### config.mk
export PLATFORM = sky130hd
export DESIGN_NAME = scp_reader
export DESIGN_NICKNAME = d
export VERILOG_FILES = /design/src/scp_pkg.sv /design/src/scp_fifo.sv /design/src/scp_reader.sv
export VERILOG_INCLUDE_DIRS = /design/src
export SDC_FILE = /design/constraint.sdc
export NUM_CORES = 1
export LEC_CHECK = 0
export BUFFER_PORTS_ARGS = -buffer_cell sky130_fd_sc_hd__buf_2
export CAP_MARGIN = 20
export CORE_MARGIN = 4
export CORE_UTILIZATION = 55
export CTS_CLUSTER_SIZE = 10
export DETAILED_ROUTE_END_ITERATION = 12
export PLACE_DENSITY = 0.75
export RECOVER_POWER = 100
export REMOVE_ABC_BUFFERS = 1
export SYNTH_ARGS = -nofsm -noshare
export SYNTH_HDL_FRONTEND = slang
export SYNTH_SLANG_ARGS = --single-unit
### constraint.sdc
create_clock -name clk_sys -period 3.35 [get_ports clk_sys]
set_input_delay 0.335 -clock clk_sys [delete_from_list [all_inputs] [get_ports clk_sys]]
set_output_delay 0.335 -clock clk_sys [all_outputs]
set_load 0.1 [all_outputs]
### src/scp_params.svh
// Purpose: constants of the serial configuration memory reader
// Assumes: included by its bare name from the fifo and reader design files
// Notes: definitions only
`ifndef SCP_PARAMS_SVH
`define SCP_PARAMS_SVH

// stored stream length in bits
`define SCP_MEM_BITS 65536
// width of one word from the backing store
`define SCP_WORD_W 8
// words buffered between backing store and serial output
`define SCP_FIFO_DEPTH 32
// stages on every asynchronous pin input
`define SCP_SYNC_STAGES 3
// pin bit positions in the synchroniser vector
`define SCP_PIN_CLK 0
`define SCP_PIN_CE 1
`define SCP_PIN_RST 2
`define SCP_PIN_POL 3
`define SCP_PIN_COUNT 4

`endif

### src/scp_pkg.sv
// Purpose: types shared by the serial configuration memory reader
// Assumes: nothing
// Notes: pins travel together as one packed struct
package scp_pkg;

    typedef struct packed {
        logic link_clk;
        logic chip_sel_n;
        logic reset_oe;
        logic reset_pol_high;
    } scp_pins_s;

    typedef enum logic [3:0] {
        ST_HOLD = 4'h1,
        ST_FETCH = 4'h2,
        ST_SEND = 4'h4,
        ST_DONE = 4'h8
    } scp_state_e;

endpackage

### src/scp_fifo.sv
// Purpose: word buffer with registered read data
// Assumes: DEPTH is a power of two
// Notes: in_ready is registered; flush empties in one cycle
`include "scp_params.svh"

module scp_fifo #(
    parameter int WIDTH = `SCP_WORD_W,
    parameter int DEPTH = `SCP_FIFO_DEPTH
) (
    input wire logic clk_sys,
    input wire logic srst,
    input wire logic flush,
    input wire logic in_valid,
    input wire logic [WIDTH-1:0] in_data,
    output logic in_ready,
    output logic out_valid,
    output logic [WIDTH-1:0] out_data,
    input wire logic out_ready
);
    localparam int AW = $clog2(DEPTH);
    localparam int CW = $clog2(DEPTH + 1);

    logic [WIDTH-1:0] mem [DEPTH];
    logic [AW-1:0] wr_ptr;
    logic [AW-1:0] rd_ptr;
    logic [CW-1:0] count;
    logic [AW-1:0] next_wr_ptr;
    logic [AW-1:0] next_rd_ptr;
    logic [CW-1:0] next_count;
    logic next_in_ready;
    logic next_out_valid;
    logic push;
    logic pop;

    ////////////////////////////////////////////////////////////////////////
    always_comb
    begin
        push = in_valid & in_ready;
        pop = (count != '0) & (~out_valid | out_ready);
        next_wr_ptr = push ? AW'(wr_ptr + 1'b1) : wr_ptr;
        next_rd_ptr = pop ? AW'(rd_ptr + 1'b1) : rd_ptr;
        next_count = CW'(count + CW'(push) - CW'(pop));
        next_out_valid = pop | (out_valid & ~out_ready);
        if (flush)
        begin
            next_wr_ptr = '0;
            next_rd_ptr = '0;
            next_count = '0;
            next_out_valid = 1'b0;
        end
        // ready looks one word ahead so it can come from a flop
        next_in_ready = next_count < CW'(DEPTH);
    end

    always_ff @(posedge clk_sys)
    begin
        if (srst)
        begin
            wr_ptr <= '0;
            rd_ptr <= '0;
            count <= '0;
            in_ready <= 1'b0;
            out_valid <= 1'b0;
        end
        else
        begin
            wr_ptr <= next_wr_ptr;
            rd_ptr <= next_rd_ptr;
            count <= next_count;
            in_ready <= next_in_ready;
            out_valid <= next_out_valid;
        end
    end

    ////////////////////////////////////////////////////////////////////////
    // storage and read register carry no reset
    always_ff @(posedge clk_sys)
    begin
        if (push)
        begin
            mem[wr_ptr] <= in_data;
        end
        if (pop)
        begin
            out_data <= mem[rd_ptr];
        end
    end

endmodule // scp_fifo

### src/scp_reader.sv
// Purpose: read side of a bit-serial configuration memory
// Assumes: link pins are asynchronous to clk_sys; link clock well below it
// Notes: stored stream arrives in address order as words over fill_*
`include "scp_params.svh"

// Notes on behaviour
// address advances on serial clock rise only while select and enable active
// data output released when select or output enable is inactive
// at reset level, address held at start and data output released
// reset/enable pin polarity selectable high or low; one variant high only
// select high stops counting, releases data, enters standby
// cascade output low only when enabled and address passed terminal count
// after full readout cascade output follows select while enable stays active
// enable inactive holds cascade output high until next reset
// addressed bit presented shortly after each rising serial clock edge
// reader makes the clock, gives exact pulses, then drops the enables
// for slave readers an outside source clocks memory and reader alike
// cascade output feeds next select; clock and data lines shared
// edge after last bit drives cascade output low and releases data
// reset level returns pointer to first bit so readout restarts
// polarity comes from a fixed configuration bit, sampled continuously
module scp_reader #(
    parameter int MEM_BITS = `SCP_MEM_BITS,
    parameter int WORD_W = `SCP_WORD_W,
    parameter int FIFO_DEPTH = `SCP_FIFO_DEPTH
) (
    input wire logic clk_sys,
    input wire logic srst,
    input scp_pkg::scp_pins_s pins,
    output logic data_out,
    output logic data_oe,
    output logic cascade_select_out,
    output logic standby,
    input wire logic fill_valid,
    input wire logic [WORD_W-1:0] fill_data,
    output logic fill_ready,
    output logic rewind
);
    import scp_pkg::*;

    localparam int AW = $clog2(MEM_BITS + 1);
    localparam int BW = $clog2(WORD_W + 1);
    localparam logic [AW-1:0] LAST_ADDRESS_COUNT = AW'(MEM_BITS - 1);
    localparam int NP = `SCP_PIN_COUNT;
    // select inactive and reset level: no false select or edge after srst
    localparam logic [NP-1:0] PIN_IDLE = NP'(1 << `SCP_PIN_CE);

    function automatic logic at_reset_level(input logic pin,
                                            input logic pol_high);
        return pol_high ? pin : ~pin;
    endfunction

    ////////////////////////////////////////////////////////////////////////
    // three-stage synchronisers; a change counts once stages 2 and 3 agree
    logic [NP-1:0] raw;
    logic [NP-1:0] sync1;
    logic [NP-1:0] sync2;
    logic [NP-1:0] sync3;
    logic [NP-1:0] pin_q;
    logic [NP-1:0] next_pin_q;
    logic clk_prev;

    assign raw[`SCP_PIN_CLK] = pins.link_clk;
    assign raw[`SCP_PIN_CE] = pins.chip_sel_n;
    assign raw[`SCP_PIN_RST] = pins.reset_oe;
    assign raw[`SCP_PIN_POL] = pins.reset_pol_high;

    always_comb
    begin
        for (int i = 0; i < NP; i++)
        begin
            next_pin_q[i] = (sync2[i] == sync3[i]) ? sync3[i] : pin_q[i];
        end
    end

    always_ff @(posedge clk_sys)
    begin
        if (srst)
        begin
            sync1 <= PIN_IDLE;
            sync2 <= PIN_IDLE;
            sync3 <= PIN_IDLE;
            pin_q <= PIN_IDLE;
            clk_prev <= 1'b0;
        end
        else
        begin
            sync1 <= raw;
            sync2 <= sync1;
            sync3 <= sync2;
            pin_q <= next_pin_q;
            clk_prev <= pin_q[`SCP_PIN_CLK];
        end
    end

    ////////////////////////////////////////////////////////////////////////
    // buffer between backing store and bit shifter
    logic word_valid;
    logic [WORD_W-1:0] word_data;
    logic word_take;
    logic flush;

    scp_fifo #(
        .WIDTH(WORD_W),
        .DEPTH(FIFO_DEPTH)
    ) u_fifo (
        .clk_sys(clk_sys),
        .srst(srst),
        .flush(flush),
        .in_valid(fill_valid),
        .in_data(fill_data),
        .in_ready(fill_ready),
        .out_valid(word_valid),
        .out_data(word_data),
        .out_ready(word_take)
    );

    ////////////////////////////////////////////////////////////////////////
    // pin decode shared by the groups below
    scp_state_e state;
    logic [AW-1:0] addr;
    logic reset_lvl;
    logic ce_act;
    logic oe_act;
    logic clk_rise;
    logic shift_now;
    logic last_bit;

    always_comb
    begin
        // polarity bit read every cycle, never latched
        reset_lvl = at_reset_level(pin_q[`SCP_PIN_RST],
                                   pin_q[`SCP_PIN_POL]);
        oe_act = ~reset_lvl;
        ce_act = ~pin_q[`SCP_PIN_CE];
        clk_rise = pin_q[`SCP_PIN_CLK] & ~clk_prev;
        // limitation: a link edge while fetching is not counted
        shift_now = clk_rise & ce_act & oe_act & (state == ST_SEND);
        last_bit = addr == LAST_ADDRESS_COUNT;
    end

    ////////////////////////////////////////////////////////////////////////
    // address counter and end-of-stream flag
    logic [AW-1:0] next_addr;
    logic done;
    logic next_done;

    always_comb
    begin
        next_addr = addr;
        next_done = done;
        if (reset_lvl)
        begin
            next_addr = '0;
            next_done = 1'b0;
        end
        else if (shift_now)
        begin
            next_addr = AW'(addr + 1'b1);
            if (last_bit)
            begin
                next_done = 1'b1;
            end
        end
    end

    always_ff @(posedge clk_sys)
    begin
        if (srst)
        begin
            addr <= '0;
            done <= 1'b0;
        end
        else
        begin
            addr <= next_addr;
            done <= next_done;
        end
    end

    ////////////////////////////////////////////////////////////////////////
    // word fetch and bit shifter
    scp_state_e next_state;
    logic [WORD_W-1:0] shreg;
    logic [WORD_W-1:0] next_shreg;
    logic [BW-1:0] bits_left;
    logic [BW-1:0] next_bits_left;

    always_comb
    begin
        next_state = state;
        next_shreg = shreg;
        next_bits_left = bits_left;
        word_take = 1'b0;
        flush = 1'b0;
        if (reset_lvl)
        begin
            // stale words dropped; store restarts on rewind
            next_state = ST_HOLD;
            next_bits_left = '0;
            flush = 1'b1;
        end
        else
        begin
            case (state)
                ST_HOLD:
                begin
                    next_state = ST_FETCH;
                end
                ST_FETCH:
                begin
                    // fetch takes one cycle, far shorter than a link period
                    word_take = 1'b1;
                    if (word_valid)
                    begin
                        next_shreg = word_data;
                        next_bits_left = BW'(WORD_W);
                        next_state = ST_SEND;
                    end
                end
                ST_SEND:
                begin
                    if (shift_now)
                    begin
                        next_shreg = {shreg[WORD_W-2:0], 1'b0};
                        next_bits_left = BW'(bits_left - 1'b1);
                        if (last_bit)
                        begin
                            next_state = ST_DONE;
                        end
                        else if (bits_left == BW'(1))
                        begin
                            next_state = ST_FETCH;
                        end
                    end
                end
                ST_DONE:
                begin
                    next_state = ST_DONE;
                end
                default:
                begin
                    next_state = ST_HOLD;
                end
            endcase
        end
    end

    always_ff @(posedge clk_sys)
    begin
        if (srst)
        begin
            state <= ST_HOLD;
            shreg <= '0;
            bits_left <= '0;
        end
        else
        begin
            state <= next_state;
            shreg <= next_shreg;
            bits_left <= next_bits_left;
        end
    end

    ////////////////////////////////////////////////////////////////////////
    // pin outputs, each straight from a flop
    logic next_data_out;
    logic next_data_oe;
    logic next_cascade;
    logic next_standby;
    logic next_rewind;

    always_comb
    begin
        next_data_out = next_shreg[WORD_W-1];
        next_data_oe = ce_act & oe_act & ~next_done;
        // enable loss is the reset level, so done clears and output stays high
        next_cascade = ~(ce_act & oe_act & next_done);
        next_standby = ~ce_act;
        next_rewind = reset_lvl;
    end

    always_ff @(posedge clk_sys)
    begin
        if (srst)
        begin
            data_out <= 1'b0;
            data_oe <= 1'b0;
            cascade_select_out <= 1'b1;
            standby <= 1'b1;
            rewind <= 1'b1;
        end
        else
        begin
            data_out <= next_data_out;
            data_oe <= next_data_oe;
            cascade_select_out <= next_cascade;
            standby <= next_standby;
            rewind <= next_rewind;
        end
    end

endmodule // scp_reader

==> metrics.txt, run 1 <==
# TYPE chip_impl_metric gauge
chip_impl_metric{name="synth_edf_count",unit=""} 264
chip_impl_info{name="cpLargestDelayFamily",value="simple AND/OR/NAND/NOR gates"} 1
chip_impl_metric{name="power.internal",unit="uW"} 6710
chip_impl_metric{name="placer_s_final_routability_congestion_estimate",unit=""} 0.809
chip_impl_metric{name="yosys.area.top_type_share",unit="%"} 58.9
chip_impl_info{name="cp_cell_sequence",value="nor4b_1 > clkbuf_1 > and3_1 > a21oi_1 > or3_1"} 1
chip_impl_metric{name="crit_arrival",unit="ps"} 3330
chip_impl_metric{name="ys_warn_count",unit=""} 0
chip_impl_metric{name="synth_seq_area_share",unit="%"} 69.8
chip_impl_info{name="cts_tree",value="built"} 1
chip_impl_metric{name="async_reset_ff_share",unit="%"} 0
chip_impl_metric{name="fp.dieW",unit="um"} 164
chip_impl_metric{name="clockBufferDepth",unit=""} 3
chip_impl_metric{name="yosysUniqueCellTypes",unit=""} 55
chip_impl_metric{name="critPathMaxFanout",unit=""} 13
chip_impl_metric{name="final.setup.worst_slack",unit="ps"} 429
chip_impl_metric{name="post_synth.cell_area_avg",unit="um^2"} 16.0
chip_impl_metric{name="die_h",unit="um"} 164
chip_impl_metric{name="seq_power_share",unit="%"} 54.2
chip_impl_metric{name="netSwitchingFraction",unit="%"} 19.7
chip_impl_metric{name="floorplan.rows",unit=""} 56
chip_impl_metric{name="cts-buffers-inserted",unit=""} 40
chip_impl_metric{name="dr.pass1.iters",unit=""} 5
chip_impl_info{name="status",value="finished, violations left"} 1
chip_impl_metric{name="crit_path_max_incr_delay",unit="ps"} 750
chip_impl_info{name="yosys_most_used_dff",value="edfxtp_1"} 1
chip_impl_metric{name="core-area",unit="mm^2"} 0.0238
chip_impl_metric{name="vias_cell",unit=""} 6.04
chip_impl_metric{name="antenna_violating_nets_post_route",unit=""} 0
chip_impl_metric{name="fin_setup_tns",unit="ps"} 0
chip_impl_metric{name="grt_util_met2",unit="%"} 33.2
chip_impl_metric{name="groute.layer.met1.usage",unit="%"} 29.1
chip_impl_metric{name="clk_transition_reported_paths",unit="ps"} 50
chip_impl_metric{name="dpl_worst_slack",unit="ps"} 555
chip_impl_metric{name="p_comb_share",unit="%"} 1.2
chip_impl_metric{name="met3_usage",unit="%"} 3.67
chip_impl_metric{name="floorplan.initialDensity",unit="%"} 56.6
chip_impl_metric{name="detail_route.drc_violations",unit=""} 0
chip_impl_metric{name="worstPathBufferInverterCount",unit=""} 1
chip_impl_metric{name="final.setup_skew",unit="ps"} 16.2
chip_impl_metric{name="power_density",unit="mW/mm^2"} 558
chip_impl_metric{name="grt_pass1_wl",unit="um"} 42400
chip_impl_metric{name="fillCellCount",unit=""} 1651
chip_impl_metric{name="grt_antenna_before_repair",unit=""} 0
chip_impl_info{name="final_cell_mix",value="edfxtp_1 (264), dfxtp_1 (71), nor2_1 (60)"} 1
chip_impl_info{name="crit_path_end_kind",value="flip-flop"} 1
chip_impl_metric{name="drv.max_cap_violation_count",unit=""} 5
chip_impl_metric{name="vias",unit=""} 7307
chip_impl_metric{name="gr-total-overflow",unit=""} 0
chip_impl_metric{name="route.final.wire_length",unit="um"} 27200
chip_impl_metric{name="worst_slew_pin_slew",unit="ps"} 1750
chip_impl_metric{name="synth_register_bits",unit=""} 337
chip_impl_metric{name="fin_crit_sh",unit="%"} 87.2
chip_impl_metric{name="io_buffers",unit=""} 20
chip_impl_metric{name="timing.final.setup_violations",unit=""} 0
chip_impl_info{name="violations",value="capacitance limit, slew limit"} 1
chip_impl_info{name="crit_path_class",value="flip-flop to flip-flop"} 1
chip_impl_info{name="biggest_area_consumer_among_synthesized_cells",value="edfxtp_1"} 1
chip_impl_metric{name="post_synth_instance_area",unit="mm^2"} 0.0135
chip_impl_metric{name="top_level_ports",unit=""} 21
chip_impl_metric{name="avgRoutedWirePerCell",unit="um"} 22.5
chip_impl_metric{name="relSlewSlack",unit="%"} -16.8
chip_impl_metric{name="area_delta_synth_final",unit="%"} 11.2
chip_impl_info{name="cp_slowest_cell",value="nor4b_1"} 1
chip_impl_metric{name="final-seq-area",unit="mm^2"} 0.00939
chip_impl_metric{name="multi_input_area",unit="mm^2"} 0.00374
chip_impl_metric{name="clkLatencyLatePin",unit="ps"} 530
chip_impl_metric{name="clock-sinks",unit=""} 337
chip_impl_info{name="final_common_cell",value="edfxtp_1"} 1
chip_impl_metric{name="finish.net_count",unit=""} 910
chip_impl_metric{name="portion_of_total_power_attributed_to_the_clock_network",unit="%"} 44.7
chip_impl_metric{name="global_route.usage.total",unit="%"} 20.7
chip_impl_info{name="timing.critical_path.from_type",value="flip-flop"} 1
chip_impl_metric{name="grt_max_degree",unit=""} 39
chip_impl_metric{name="fmax",unit="MHz"} 342
chip_impl_metric{name="number_of_global_route_vias_before_repair",unit=""} 7476
chip_impl_metric{name="die_area",unit="mm^2"} 0.0270
chip_impl_info{name="post_synth_main_area_contributors",value="edfxtp_1 (59%), dfxtp_1 (11%), mux4_2 (8.0%), mux2i_1 (3.3%), nor2_1 (1.7%)"} 1
chip_impl_metric{name="p_leak",unit="uW"} 0.00457
chip_impl_metric{name="dp_hpwl",unit="um"} 16800
chip_impl_metric{name="cts_max_level",unit=""} 2
chip_impl_metric{name="total_inserted_antenna_cells",unit=""} 0
chip_impl_metric{name="final_hold_viol_count",unit=""} 0
chip_impl_metric{name="post_route_cells_drive_above_1_share",unit="%"} 15.3
chip_impl_info{name="clock_tree.root_cell",value="clkbuf_16"} 1
chip_impl_metric{name="finalCriticalPeriod",unit="ps"} 2920
chip_impl_metric{name="slew_viol_final",unit=""} 138
chip_impl_metric{name="cts.repair.resized",unit=""} 0
chip_impl_info{name="gr-max-usage-layer",value="met2"} 1
chip_impl_metric{name="total_switching_power",unit="uW"} 1640
chip_impl_metric{name="cp_data_required_time",unit="ps"} 3760
chip_impl_metric{name="irDropWorstVdd",unit="uV"} 416
chip_impl_metric{name="syn_inst",unit=""} 843
chip_impl_info{name="rsz0062_at_grt",value="false"} 1
chip_impl_info{name="hold_path_class",value="input pin to flip-flop"} 1
chip_impl_metric{name="drt_first_iter_violations",unit=""} 842
final timing paths:
path                              start                       endpoint  slack, ps  cells after the start
hold reg to reg     sync1[1]$_SDFF_PP1_            sync2[1]$_SDFF_PP1_        420                      1
hold / removal                  pins[0]            sync1[3]$_SDFF_PP0_         30                      2
setup reg to reg  state[2]$_SDFFE_PP0P_  cascade_select_out$_SDFF_PP1_        430                      5
setup / recovery  state[2]$_SDFFE_PP0P_  cascade_select_out$_SDFF_PP1_        430                      5
kinds of logic after synthesis:
logic type	share of synthesized area, %
multiplexers	12.0
AND/OR/NAND/NOR	7.31
adder cells (fa/ha/maj)	1.73
AO/OA/AOI/OAI	6.02
buffers and inverters	2.27
flip-flops	69.8
XOR/XNOR	0.911
repair_timing:
item / CTS / global route
hold endpoints to repair: 1 / 0
hold buffers: 1 / 0
buffers inserted: 0 / 0
Yosys cell counts, types with 8 or more instances:
cell type	count
nor2b_1	20
inv_1	20
clkbuf_1	30
o21ai_0	8
o31ai_1	10
o221ai_1	8
mux2i_1	45
nor2_1	60
dfxtp_1	73
mux4_2	48
xnor2_1	8
nand3_1	12
edfxtp_1	264
nand4_1	8
ha_1	17
nand2_1	24
buf_2	13
a22o_1	8
a21oi_1	42
a22oi_1	9
a2111oi_0	8
or4_1	13
or3_1	8
layer usage:
layer	vias to the layer above	part of all wire [%]
met4	0	2.8
met3	58	6.4
met1	3672	43
li1	3349	-
met2	228	48
met5	-	0
area by class of cell:
class	instances	share of cell area (%)
multi-input combinational	435	25.0
clock buffer	50	6.94
tap	319	2.67
timing repair buffer	42	1.62
sequential	337	62.8
clock inverter	6	0.418
inverter	21	0.527
power by group through the flow:
stage               Clock, uW  Sequential (uW)  Combinational [uW]
floorplan                   0             4610                20.9
global route             3960             4520                 109
global placement            0             4600                96.2
finish                   3730             4520                99.4
CTS                      3800             4520                 102
detailed placement          0             4610                 100
registers in the layout, summed over array words and instances (netlist names), 5 cells and up:
register and count:
addr 17, shreg 8, u_fifo.count 6, u_fifo.mem 256
u_fifo.out_data 8, u_fifo.rd_ptr 5, u_fifo.wr_ptr 5
stage by stage:
stage	hold slack, ps	instances	util (%)	instance area, um^2	total power [uW]
after floorplan	389	793	-	13200	4630
after global placement	407	1152	58.5	13900	4700
after detailed placement	398	1153	58.5	13900	4710
after CTS	18.0	1210	63.2	15000	8420
after global routing	39.2	1210	63.0	15000	8590
final	30.4	1210	63.0	15000	8350
Note: power is estimated with default switching activity, not from simulation.
==> run 2: changes to the inputs <==
--- a/config.mk
+++ b/config.mk
@@ -9,10 +9,10 @@
 export BUFFER_PORTS_ARGS = -buffer_cell sky130_fd_sc_hd__buf_2
 export CAP_MARGIN = 20
 export CORE_MARGIN = 4
-export CORE_UTILIZATION = 55
+export CORE_UTILIZATION = 30
 export CTS_CLUSTER_SIZE = 10
 export DETAILED_ROUTE_END_ITERATION = 12
-export PLACE_DENSITY = 0.75
+export PLACE_DENSITY = 0.48
 export RECOVER_POWER = 100
 export REMOVE_ABC_BUFFERS = 1
 export SYNTH_ARGS = -nofsm -noshare
==> run 2 against run 1 <==
Against the previous run:
- the run still ends with capacitance limit, slew limit left
- first-iteration DRC count fell by 37%
- utilization is 28 points lower
- non-clock buffer count rose by 30
- global-route usage fell by 7.5 points
- highest routed layer unchanged
- sequential power hardly changed
- sequential share of layout area down 2.2 points
- clock skew is 0.89 ps higher
==> metrics.txt, run 2 (synthesis results as in run 1) <==
# TYPE chip_impl_metric gauge
chip_impl_metric{name="total_switching_power",unit="uW"} 1700
chip_impl_metric{name="final_hold_viol_count",unit=""} 0
chip_impl_metric{name="fin_setup_tns",unit="ps"} 0
chip_impl_metric{name="global_route.usage.total",unit="%"} 13.2
chip_impl_metric{name="met1_length",unit="um"} 14300
chip_impl_metric{name="avgRoutedWirePerCell",unit="um"} 20.6
chip_impl_info{name="cts_tree",value="built"} 1
chip_impl_info{name="crit_path_end_kind",value="flip-flop"} 1
chip_impl_metric{name="total_inserted_antenna_cells",unit=""} 0
chip_impl_info{name="worst_flop_to_flop_path_endpoint",value="u_fifo.out_data[7]$_DFFE_PP_"} 1
chip_impl_metric{name="drv.max_cap_violation_count",unit=""} 7
chip_impl_metric{name="area_delta_synth_final",unit="%"} 15.1
chip_impl_metric{name="core-area",unit="mm^2"} 0.0443
chip_impl_metric{name="fin_area",unit="mm^2"} 0.0155
chip_impl_metric{name="fillCellCount",unit=""} 4283
chip_impl_info{name="top_layer",value="met4"} 1
chip_impl_metric{name="gr-total-overflow",unit=""} 0
chip_impl_info{name="final_cell_mix",value="edfxtp_1 (264), dfxtp_1 (71), clkbuf_1 (70)"} 1
chip_impl_metric{name="register_to_register_setup_slack",unit="ps"} 490
chip_impl_metric{name="cts-buffers-inserted",unit=""} 40
chip_impl_metric{name="p_comb_share",unit="%"} 1.2
chip_impl_metric{name="final.setup_skew",unit="ps"} 17.1
chip_impl_metric{name="netSwitchingFraction",unit="%"} 19.9
chip_impl_metric{name="clk_transition_reported_paths",unit="ps"} 60
chip_impl_metric{name="relSlewSlack",unit="%"} -26.7
chip_impl_metric{name="drt_first_iter_violations",unit=""} 534
chip_impl_metric{name="dp_hpwl",unit="um"} 19400
chip_impl_metric{name="route.met3.wl",unit="um"} 1420
chip_impl_metric{name="die_area",unit="mm^2"} 0.0483
chip_impl_metric{name="overall_power",unit="uW"} 8560
chip_impl_metric{name="power.internal",unit="uW"} 6850
chip_impl_metric{name="portion_of_total_power_attributed_to_the_clock_network",unit="%"} 45.9
chip_impl_info{name="clock_tree.root_cell",value="clkbuf_16"} 1
chip_impl_metric{name="io_buffers",unit=""} 20
chip_impl_info{name="top_register",value="u_fifo.mem"} 1
chip_impl_metric{name="dr_wl_met2",unit="um"} 15000
chip_impl_metric{name="crit_path_max_incr_delay",unit="ps"} 790
chip_impl_metric{name="grt_antenna_before_repair",unit=""} 0
chip_impl_metric{name="floorplan.initialDensity",unit="%"} 30.4
chip_impl_metric{name="placed_cell_count",unit=""} 1455
chip_impl_info{name="timing.critical_path.from_type",value="flip-flop"} 1
chip_impl_metric{name="placer_s_final_routability_congestion_estimate",unit=""} 0.724
chip_impl_metric{name="p_leak",unit="uW"} 0.00462
chip_impl_info{name="crit_path_class",value="flip-flop to flip-flop"} 1
chip_impl_metric{name="detail_route.drc_violations",unit=""} 0
chip_impl_metric{name="placement.cell_area",unit="mm^2"} 0.0145
chip_impl_metric{name="post_route_cells_drive_above_1_share",unit="%"} 14.4
chip_impl_metric{name="fp.dieW",unit="um"} 220
chip_impl_metric{name="largest_reg_flops",unit=""} 256
chip_impl_metric{name="cts.repair.resized",unit=""} 0
chip_impl_metric{name="critPathMaxFanout",unit=""} 17
chip_impl_info{name="cp_cell_sequence",value="clkbuf_2 > mux4_2 > a2111oi_0 > a21oi_1"} 1
chip_impl_info{name="cp-startpoint",value="u_fifo.rd_ptr[0]$_SDFFE_PP0P_"} 1
chip_impl_metric{name="top_level_ports",unit=""} 21
chip_impl_metric{name="fin_crit_sh",unit="%"} 85.3
chip_impl_info{name="rsz0062_at_grt",value="false"} 1
chip_impl_metric{name="route.final.wire_length",unit="um"} 31400
chip_impl_metric{name="finalCriticalPeriod",unit="ps"} 2860
chip_impl_metric{name="cp_data_required_time",unit="ps"} 3610
chip_impl_metric{name="finish.net_count",unit=""} 940
chip_impl_metric{name="layoutNonFillerInstCount",unit=""} 1521
chip_impl_metric{name="clock-sinks",unit=""} 337
chip_impl_metric{name="irDropWorstVdd",unit="uV"} 375
chip_impl_info{name="status",value="finished, violations left"} 1
chip_impl_metric{name="worst_slew_pin_slew",unit="ps"} 1900
chip_impl_metric{name="power_density",unit="mW/mm^2"} 552
chip_impl_metric{name="r2r_cells",unit=""} 4
chip_impl_info{name="hold_path_class",value="input pin to flip-flop"} 1
chip_impl_info{name="worst_setup_path_endpoint",value="u_fifo.out_data[7]$_DFFE_PP_"} 1
chip_impl_metric{name="clockBufferDepth",unit=""} 3
chip_impl_metric{name="fmax",unit="MHz"} 350
chip_impl_metric{name="clkLatencyLatePin",unit="ps"} 540
chip_impl_info{name="worst_flop_to_flop_path_startpoint",value="u_fifo.rd_ptr[0]$_SDFFE_PP0P_"} 1
chip_impl_metric{name="grt_pass1_wl",unit="um"} 47700
chip_impl_metric{name="crit_arrival",unit="ps"} 3120
chip_impl_metric{name="vias",unit=""} 7367
chip_impl_info{name="violations",value="capacitance limit, slew limit"} 1
chip_impl_metric{name="floorplan.rows",unit=""} 77
chip_impl_metric{name="dr.pass1.iters",unit=""} 5
chip_impl_metric{name="antenna_violating_nets_post_route",unit=""} 0
chip_impl_info{name="final_common_cell",value="edfxtp_1"} 1
chip_impl_metric{name="timing.final.setup_violations",unit=""} 0
chip_impl_info{name="reg.largest.list",value="u_fifo.mem x256, addr x17"} 1
chip_impl_metric{name="grt_max_degree",unit=""} 38
chip_impl_info{name="cp_slowest_cell",value="dfxtp_2"} 1
chip_impl_metric{name="slew_viol_final",unit=""} 236
chip_impl_metric{name="vias_cell",unit=""} 4.84
chip_impl_metric{name="die_h",unit="um"} 220
chip_impl_metric{name="seq_power_share",unit="%"} 52.9
chip_impl_metric{name="cts_max_level",unit=""} 2
chip_impl_metric{name="number_of_global_route_vias_before_repair",unit=""} 7483
run 2: cell type report:
class | instances | area (um^2) | area share, %
flip-flops and latches | 337 | 9390 | 60.6
multi-input cells | 435 | 3760 | 24.3
clock buffers | 62 | 1130 | 7.33
well taps | 592 | 741 | 4.78
repair buffers | 72 | 360 | 2.33
inverters | 21 | 78.8 | 0.509
clock inverters | 2 | 25.0 | 0.162
run 2: what timing repair did:
action | CTS | global route
hold endpoints to repair | 2 | 0
hold buffers | 2 | 0
setup buffers | 0 | 0
run 2: per-stage QoR:
step           utilization, %  hold slack, ps  setup slack [ps]
2_1_floorplan               -             389             -1260
3_3_place_gp             32.7             400               593
3_5_place_dp             32.7             396               554
4_1_cts                  35.3            5.08               551
5_1_grt                  35.0            47.3               256
6_report                 35.0            24.5               494
run 2: routing by layer:
| layer | vias to the layer above | GRT usage (%) |
|---|---|---|
| li1 | 3416 | - |
| met1 | 3748 | 18.2 |
| met2 | 151 | 21.4 |
| met3 | 52 | 2.54 |
| met4 | 0 | 3.39 |
| met5 | - | 0 |
run 2: power by group through the flow:
| stage | Clock [uW] | Combinational [uW] | Sequential (uW) |
|---|---|---|---|
| after floorplan | 0 | 20.9 | 4610 |
| after global placement | 0 | 107 | 4610 |
| after detailed placement | 0 | 111 | 4610 |
| after CTS | 4050 | 113 | 4520 |
| after global routing | 4230 | 117 | 4520 |
| final | 3930 | 105 | 4520 |
run 2: how the worst min path moves through the flow:
stage	from	cells after the start	slack, ps	end
CTS	pins[1]	2	5	sync1[2]$_SDFF_PP0_
finish	pins[1]	2	20	sync1[2]$_SDFF_PP0_
detailed placement	sync1[1]$_SDFF_PP1_	1	400	sync2[1]$_SDFF_PP1_
floorplan	sync1[1]$_SDFF_PP1_	1	390	sync2[1]$_SDFF_PP1_
global placement	sync1[1]$_SDFF_PP1_	1	400	sync2[1]$_SDFF_PP1_
global route	pins[1]	2	50	sync1[2]$_SDFF_PP0_
run 2: worst max-delay path: cells and delay by family (launching register included):
family | cells | cell delay, ps
DFF | 1 | 790
buffers and inverters | 1 | 620
muxes | 1 | 600
AOI/OAI and AO/OA | 2 | 560
==> run 3: changes to the inputs <==
--- a/config.mk
+++ b/config.mk
@@ -17,4 +17,5 @@
 export REMOVE_ABC_BUFFERS = 1
 export SYNTH_ARGS = -nofsm -noshare
 export SYNTH_HDL_FRONTEND = slang
+export SYNTH_HIERARCHICAL = 1
 export SYNTH_SLANG_ARGS = --single-unit
==> run 3 against run 2 <==
Against the previous run:
- the run still ends with capacitance limit, slew limit left
- fmax shrank 4.9%
- largest cell class unchanged
- die area grew 0.40%
- critical path type unchanged
- highest routed layer unchanged
- flip-flop and latch count is the same
- power grew 0.85%
==> metrics.txt, run 3 <==
# TYPE chip_impl_metric gauge
chip_impl_info{name="status",value="finished, violations left"} 1
chip_impl_info{name="violations",value="capacitance limit, slew limit"} 1
chip_impl_info{name="synth_common_cells",value="edfxtp_1 (264), dfxtp_1 (73), nor2_1 (59), a21oi_1 (50)"} 1
chip_impl_metric{name="async_reset_ff_share",unit="%"} 0
chip_impl_metric{name="die_area",unit="mm^2"} 0.0485
chip_impl_metric{name="fmax",unit="MHz"} 333
chip_impl_metric{name="irDropWorstVdd",unit="uV"} 428
chip_impl_metric{name="clock-sinks",unit=""} 337
chip_impl_metric{name="crit_arrival",unit="ps"} 3240
chip_impl_metric{name="floorplan.initialDensity",unit="%"} 30.5
chip_impl_metric{name="largest_reg_flops",unit=""} 256
chip_impl_info{name="yosys_most_used_dff",value="edfxtp_1"} 1
chip_impl_metric{name="final.hold.worst_slack",unit="ps"} 27.4
chip_impl_metric{name="cts-buffers-inserted",unit=""} 40
chip_impl_metric{name="dr.pass1.iters",unit=""} 5
chip_impl_metric{name="post_route_cells_drive_above_1_share",unit="%"} 13.5
chip_impl_metric{name="synth_edf_count",unit=""} 264
chip_impl_metric{name="finalCriticalPeriod",unit="ps"} 3000
chip_impl_metric{name="syn_inst",unit=""} 847
chip_impl_metric{name="fin_setup_tns",unit="ps"} 0
chip_impl_metric{name="synth_seq_area_share",unit="%"} 69.5
chip_impl_metric{name="dp_hpwl",unit="um"} 18400
chip_impl_metric{name="synth_register_bits",unit=""} 337
chip_impl_info{name="clock_tree.root_cell",value="clkbuf_16"} 1
chip_impl_metric{name="clk_transition_reported_paths",unit="ps"} 60
chip_impl_info{name="crit_path_class",value="flip-flop to flip-flop"} 1
chip_impl_metric{name="slew_viol_final",unit=""} 230
chip_impl_metric{name="global_route.usage.total",unit="%"} 12.6
chip_impl_metric{name="cts.repair.resized",unit=""} 0
chip_impl_metric{name="fin_area",unit="mm^2"} 0.0155
chip_impl_metric{name="cp_data_required_time",unit="ps"} 3590
chip_impl_metric{name="dpl_worst_slack",unit="ps"} 499
chip_impl_metric{name="gr-total-overflow",unit=""} 0
chip_impl_metric{name="timing.final.setup_violations",unit=""} 0
chip_impl_metric{name="route.final.wire_length",unit="um"} 30300
chip_impl_metric{name="core-area",unit="mm^2"} 0.0443
chip_impl_metric{name="drt_first_iter_violations",unit=""} 591
chip_impl_metric{name="fin_crit_sh",unit="%"} 89.7
chip_impl_metric{name="floorplan.rows",unit=""} 77
chip_impl_metric{name="final_hold_viol_count",unit=""} 0
chip_impl_metric{name="placement.cell_area",unit="mm^2"} 0.0144
chip_impl_metric{name="top_level_ports",unit=""} 21
chip_impl_metric{name="cts_setup_buffers",unit=""} 0
chip_impl_metric{name="finish.net_count",unit=""} 939
chip_impl_metric{name="placer_s_final_routability_congestion_estimate",unit=""} 0.711
chip_impl_metric{name="yosysUniqueCellTypes",unit=""} 60
chip_impl_metric{name="overall_power",unit="uW"} 8630
chip_impl_metric{name="vias_cell",unit=""} 4.84
chip_impl_metric{name="post_synth.cell_area_avg",unit="um^2"} 15.9
chip_impl_info{name="crit_path_end_kind",value="flip-flop"} 1
chip_impl_metric{name="power_density",unit="mW/mm^2"} 557
chip_impl_metric{name="total_inserted_antenna_cells",unit=""} 0
chip_impl_metric{name="antenna_violating_nets_post_route",unit=""} 0
chip_impl_metric{name="clockBufferDepth",unit=""} 3
chip_impl_metric{name="avgRoutedWirePerCell",unit="um"} 19.8
chip_impl_info{name="yosysMostFrequentCell",value="edfxtp_1"} 1
chip_impl_metric{name="relSlewSlack",unit="%"} -14.9
chip_impl_metric{name="p_leak",unit="uW"} 0.00463
chip_impl_metric{name="area_delta_synth_final",unit="%"} 14.8
chip_impl_metric{name="detail_route.drc_violations",unit=""} 0
chip_impl_metric{name="yosys.area.top_type_share",unit="%"} 58.7
chip_impl_info{name="biggest_area_consumer_among_synthesized_cells",value="edfxtp_1"} 1
chip_impl_metric{name="clkLatencyLatePin",unit="ps"} 540
chip_impl_info{name="hold_path_class",value="input pin to flip-flop"} 1
chip_impl_metric{name="drv.max_cap_violation_count",unit=""} 7
chip_impl_info{name="timing.critical_path.from_type",value="flip-flop"} 1
chip_impl_metric{name="cts_max_level",unit=""} 2
chip_impl_metric{name="grt_pass1_wl",unit="um"} 46100
chip_impl_info{name="rsz0062_at_grt",value="false"} 1
chip_impl_info{name="top_register",value="u_fifo/mem"} 1
chip_impl_metric{name="final.setup.worst_slack",unit="ps"} 347
chip_impl_metric{name="post_synth_instance_area",unit="mm^2"} 0.0135
chip_impl_metric{name="grt_antenna_before_repair",unit=""} 0
chip_impl_metric{name="vias",unit=""} 7387
chip_impl_info{name="post_synth_main_area_contributors",value="edfxtp_1 (59%), dfxtp_1 (11%), mux4_2 (6.7%), mux2i_1 (3.0%), a21oi_1 (1.9%)"} 1
chip_impl_metric{name="grt_max_degree",unit=""} 39
chip_impl_metric{name="io_buffers",unit=""} 20
chip_impl_info{name="cts_tree",value="built"} 1
chip_impl_metric{name="number_of_global_route_vias_before_repair",unit=""} 7354
chip_impl_metric{name="final.setup_skew",unit="ps"} 17.2
chip_impl_info{name="reg.largest.list",value="u_fifo/mem x256, addr x17"} 1
chip_impl_metric{name="fp.dieW",unit="um"} 220
chip_impl_metric{name="worst_slew_pin_slew",unit="ps"} 1720
chip_impl_info{name="final_cell_mix",value="edfxtp_1 (264), dfxtp_1 (71), clkbuf_1 (67)"} 1
chip_impl_metric{name="critPathMaxFanout",unit=""} 19
chip_impl_info{name="final_common_cell",value="edfxtp_1"} 1
chip_impl_metric{name="ys_warn_count",unit=""} 6
chip_impl_metric{name="die_h",unit="um"} 220
## run 3: path summary, 6_finish.rpt
path	cells after the start	endpoint	slack, ps	from
worst max-delay path	4	u_fifo/out_data[0]$_DFFE_PP_	350	u_fifo/rd_ptr[0]$_SDFFE_PP0P_
worst min-delay path	2	sync1[3]$_SDFF_PP0_	30	pins[0]
worst min register to register	1	sync2[1]$_SDFF_PP1_	420	sync1[1]$_SDFF_PP1_
worst max register to register	4	u_fifo/out_data[0]$_DFFE_PP_	350	u_fifo/rd_ptr[0]$_SDFFE_PP0P_
## run 3: kinds of logic (layout without fill, tap and decap cells)
group,Yosys count,in the layout,synth area share (%)
AOI/OAI and AO/OA,135,135,6.70
xor gates and xnor gates,16,16,1.04
adders and majority gates,18,18,1.72
buffers and inverters,70,158,2.69
DFF,337,337,69.5
muxes,88,88,11.2
and+or+nand+nor,183,183,7.16
## run 3: cell type report
class / instances / area [um^2]
inverter: 24 / 90.1
sequential: 337 / 9390
multi-input combinational: 440 / 3760
clock inverter: 4 / 75.1
tap: 592 / 741
clock buffer: 67 / 1130
timing repair buffer: 63 / 312
fill: 4268 / 28800
## run 3: metrics by stage
stage                     util, %  cells
after global placement       32.5   1455
after CTS                    35.3   1527
after global routing         35.0   1527
after floorplan                 -    801
final                        35.0   1527
after detailed placement     32.5   1455
## run 3: per-layer routing
layer / vias up / share of wire [%] / GRT usage, %
li1: 3442 / - / -
met1: 3739 / 47 / 18.2
met2: 162 / 47 / 19.9
met3: 44 / 4.5 / 2.18
met4: 0 / 1.7 / 3.08
met5: - / 0 / 0
## run 3: power by group
group / internal, uW / switching, uW
clock network: 2380 / 1620
logic: 18.6 / 84.4
registers: 4520 / 3.80
## run 3: critical path: stages, from the launching register on
cell,delay [ps]
dfxtp_2,800
mux4_1,700
a22o_1,290
a2111oi_0,830
a21oi_1,90
## run 3: what timing repair did
action                                  CTS  global route
hold endpoints to repair                  1             0
endpoints found under the setup margin    0             0
hold buffers                              1             0
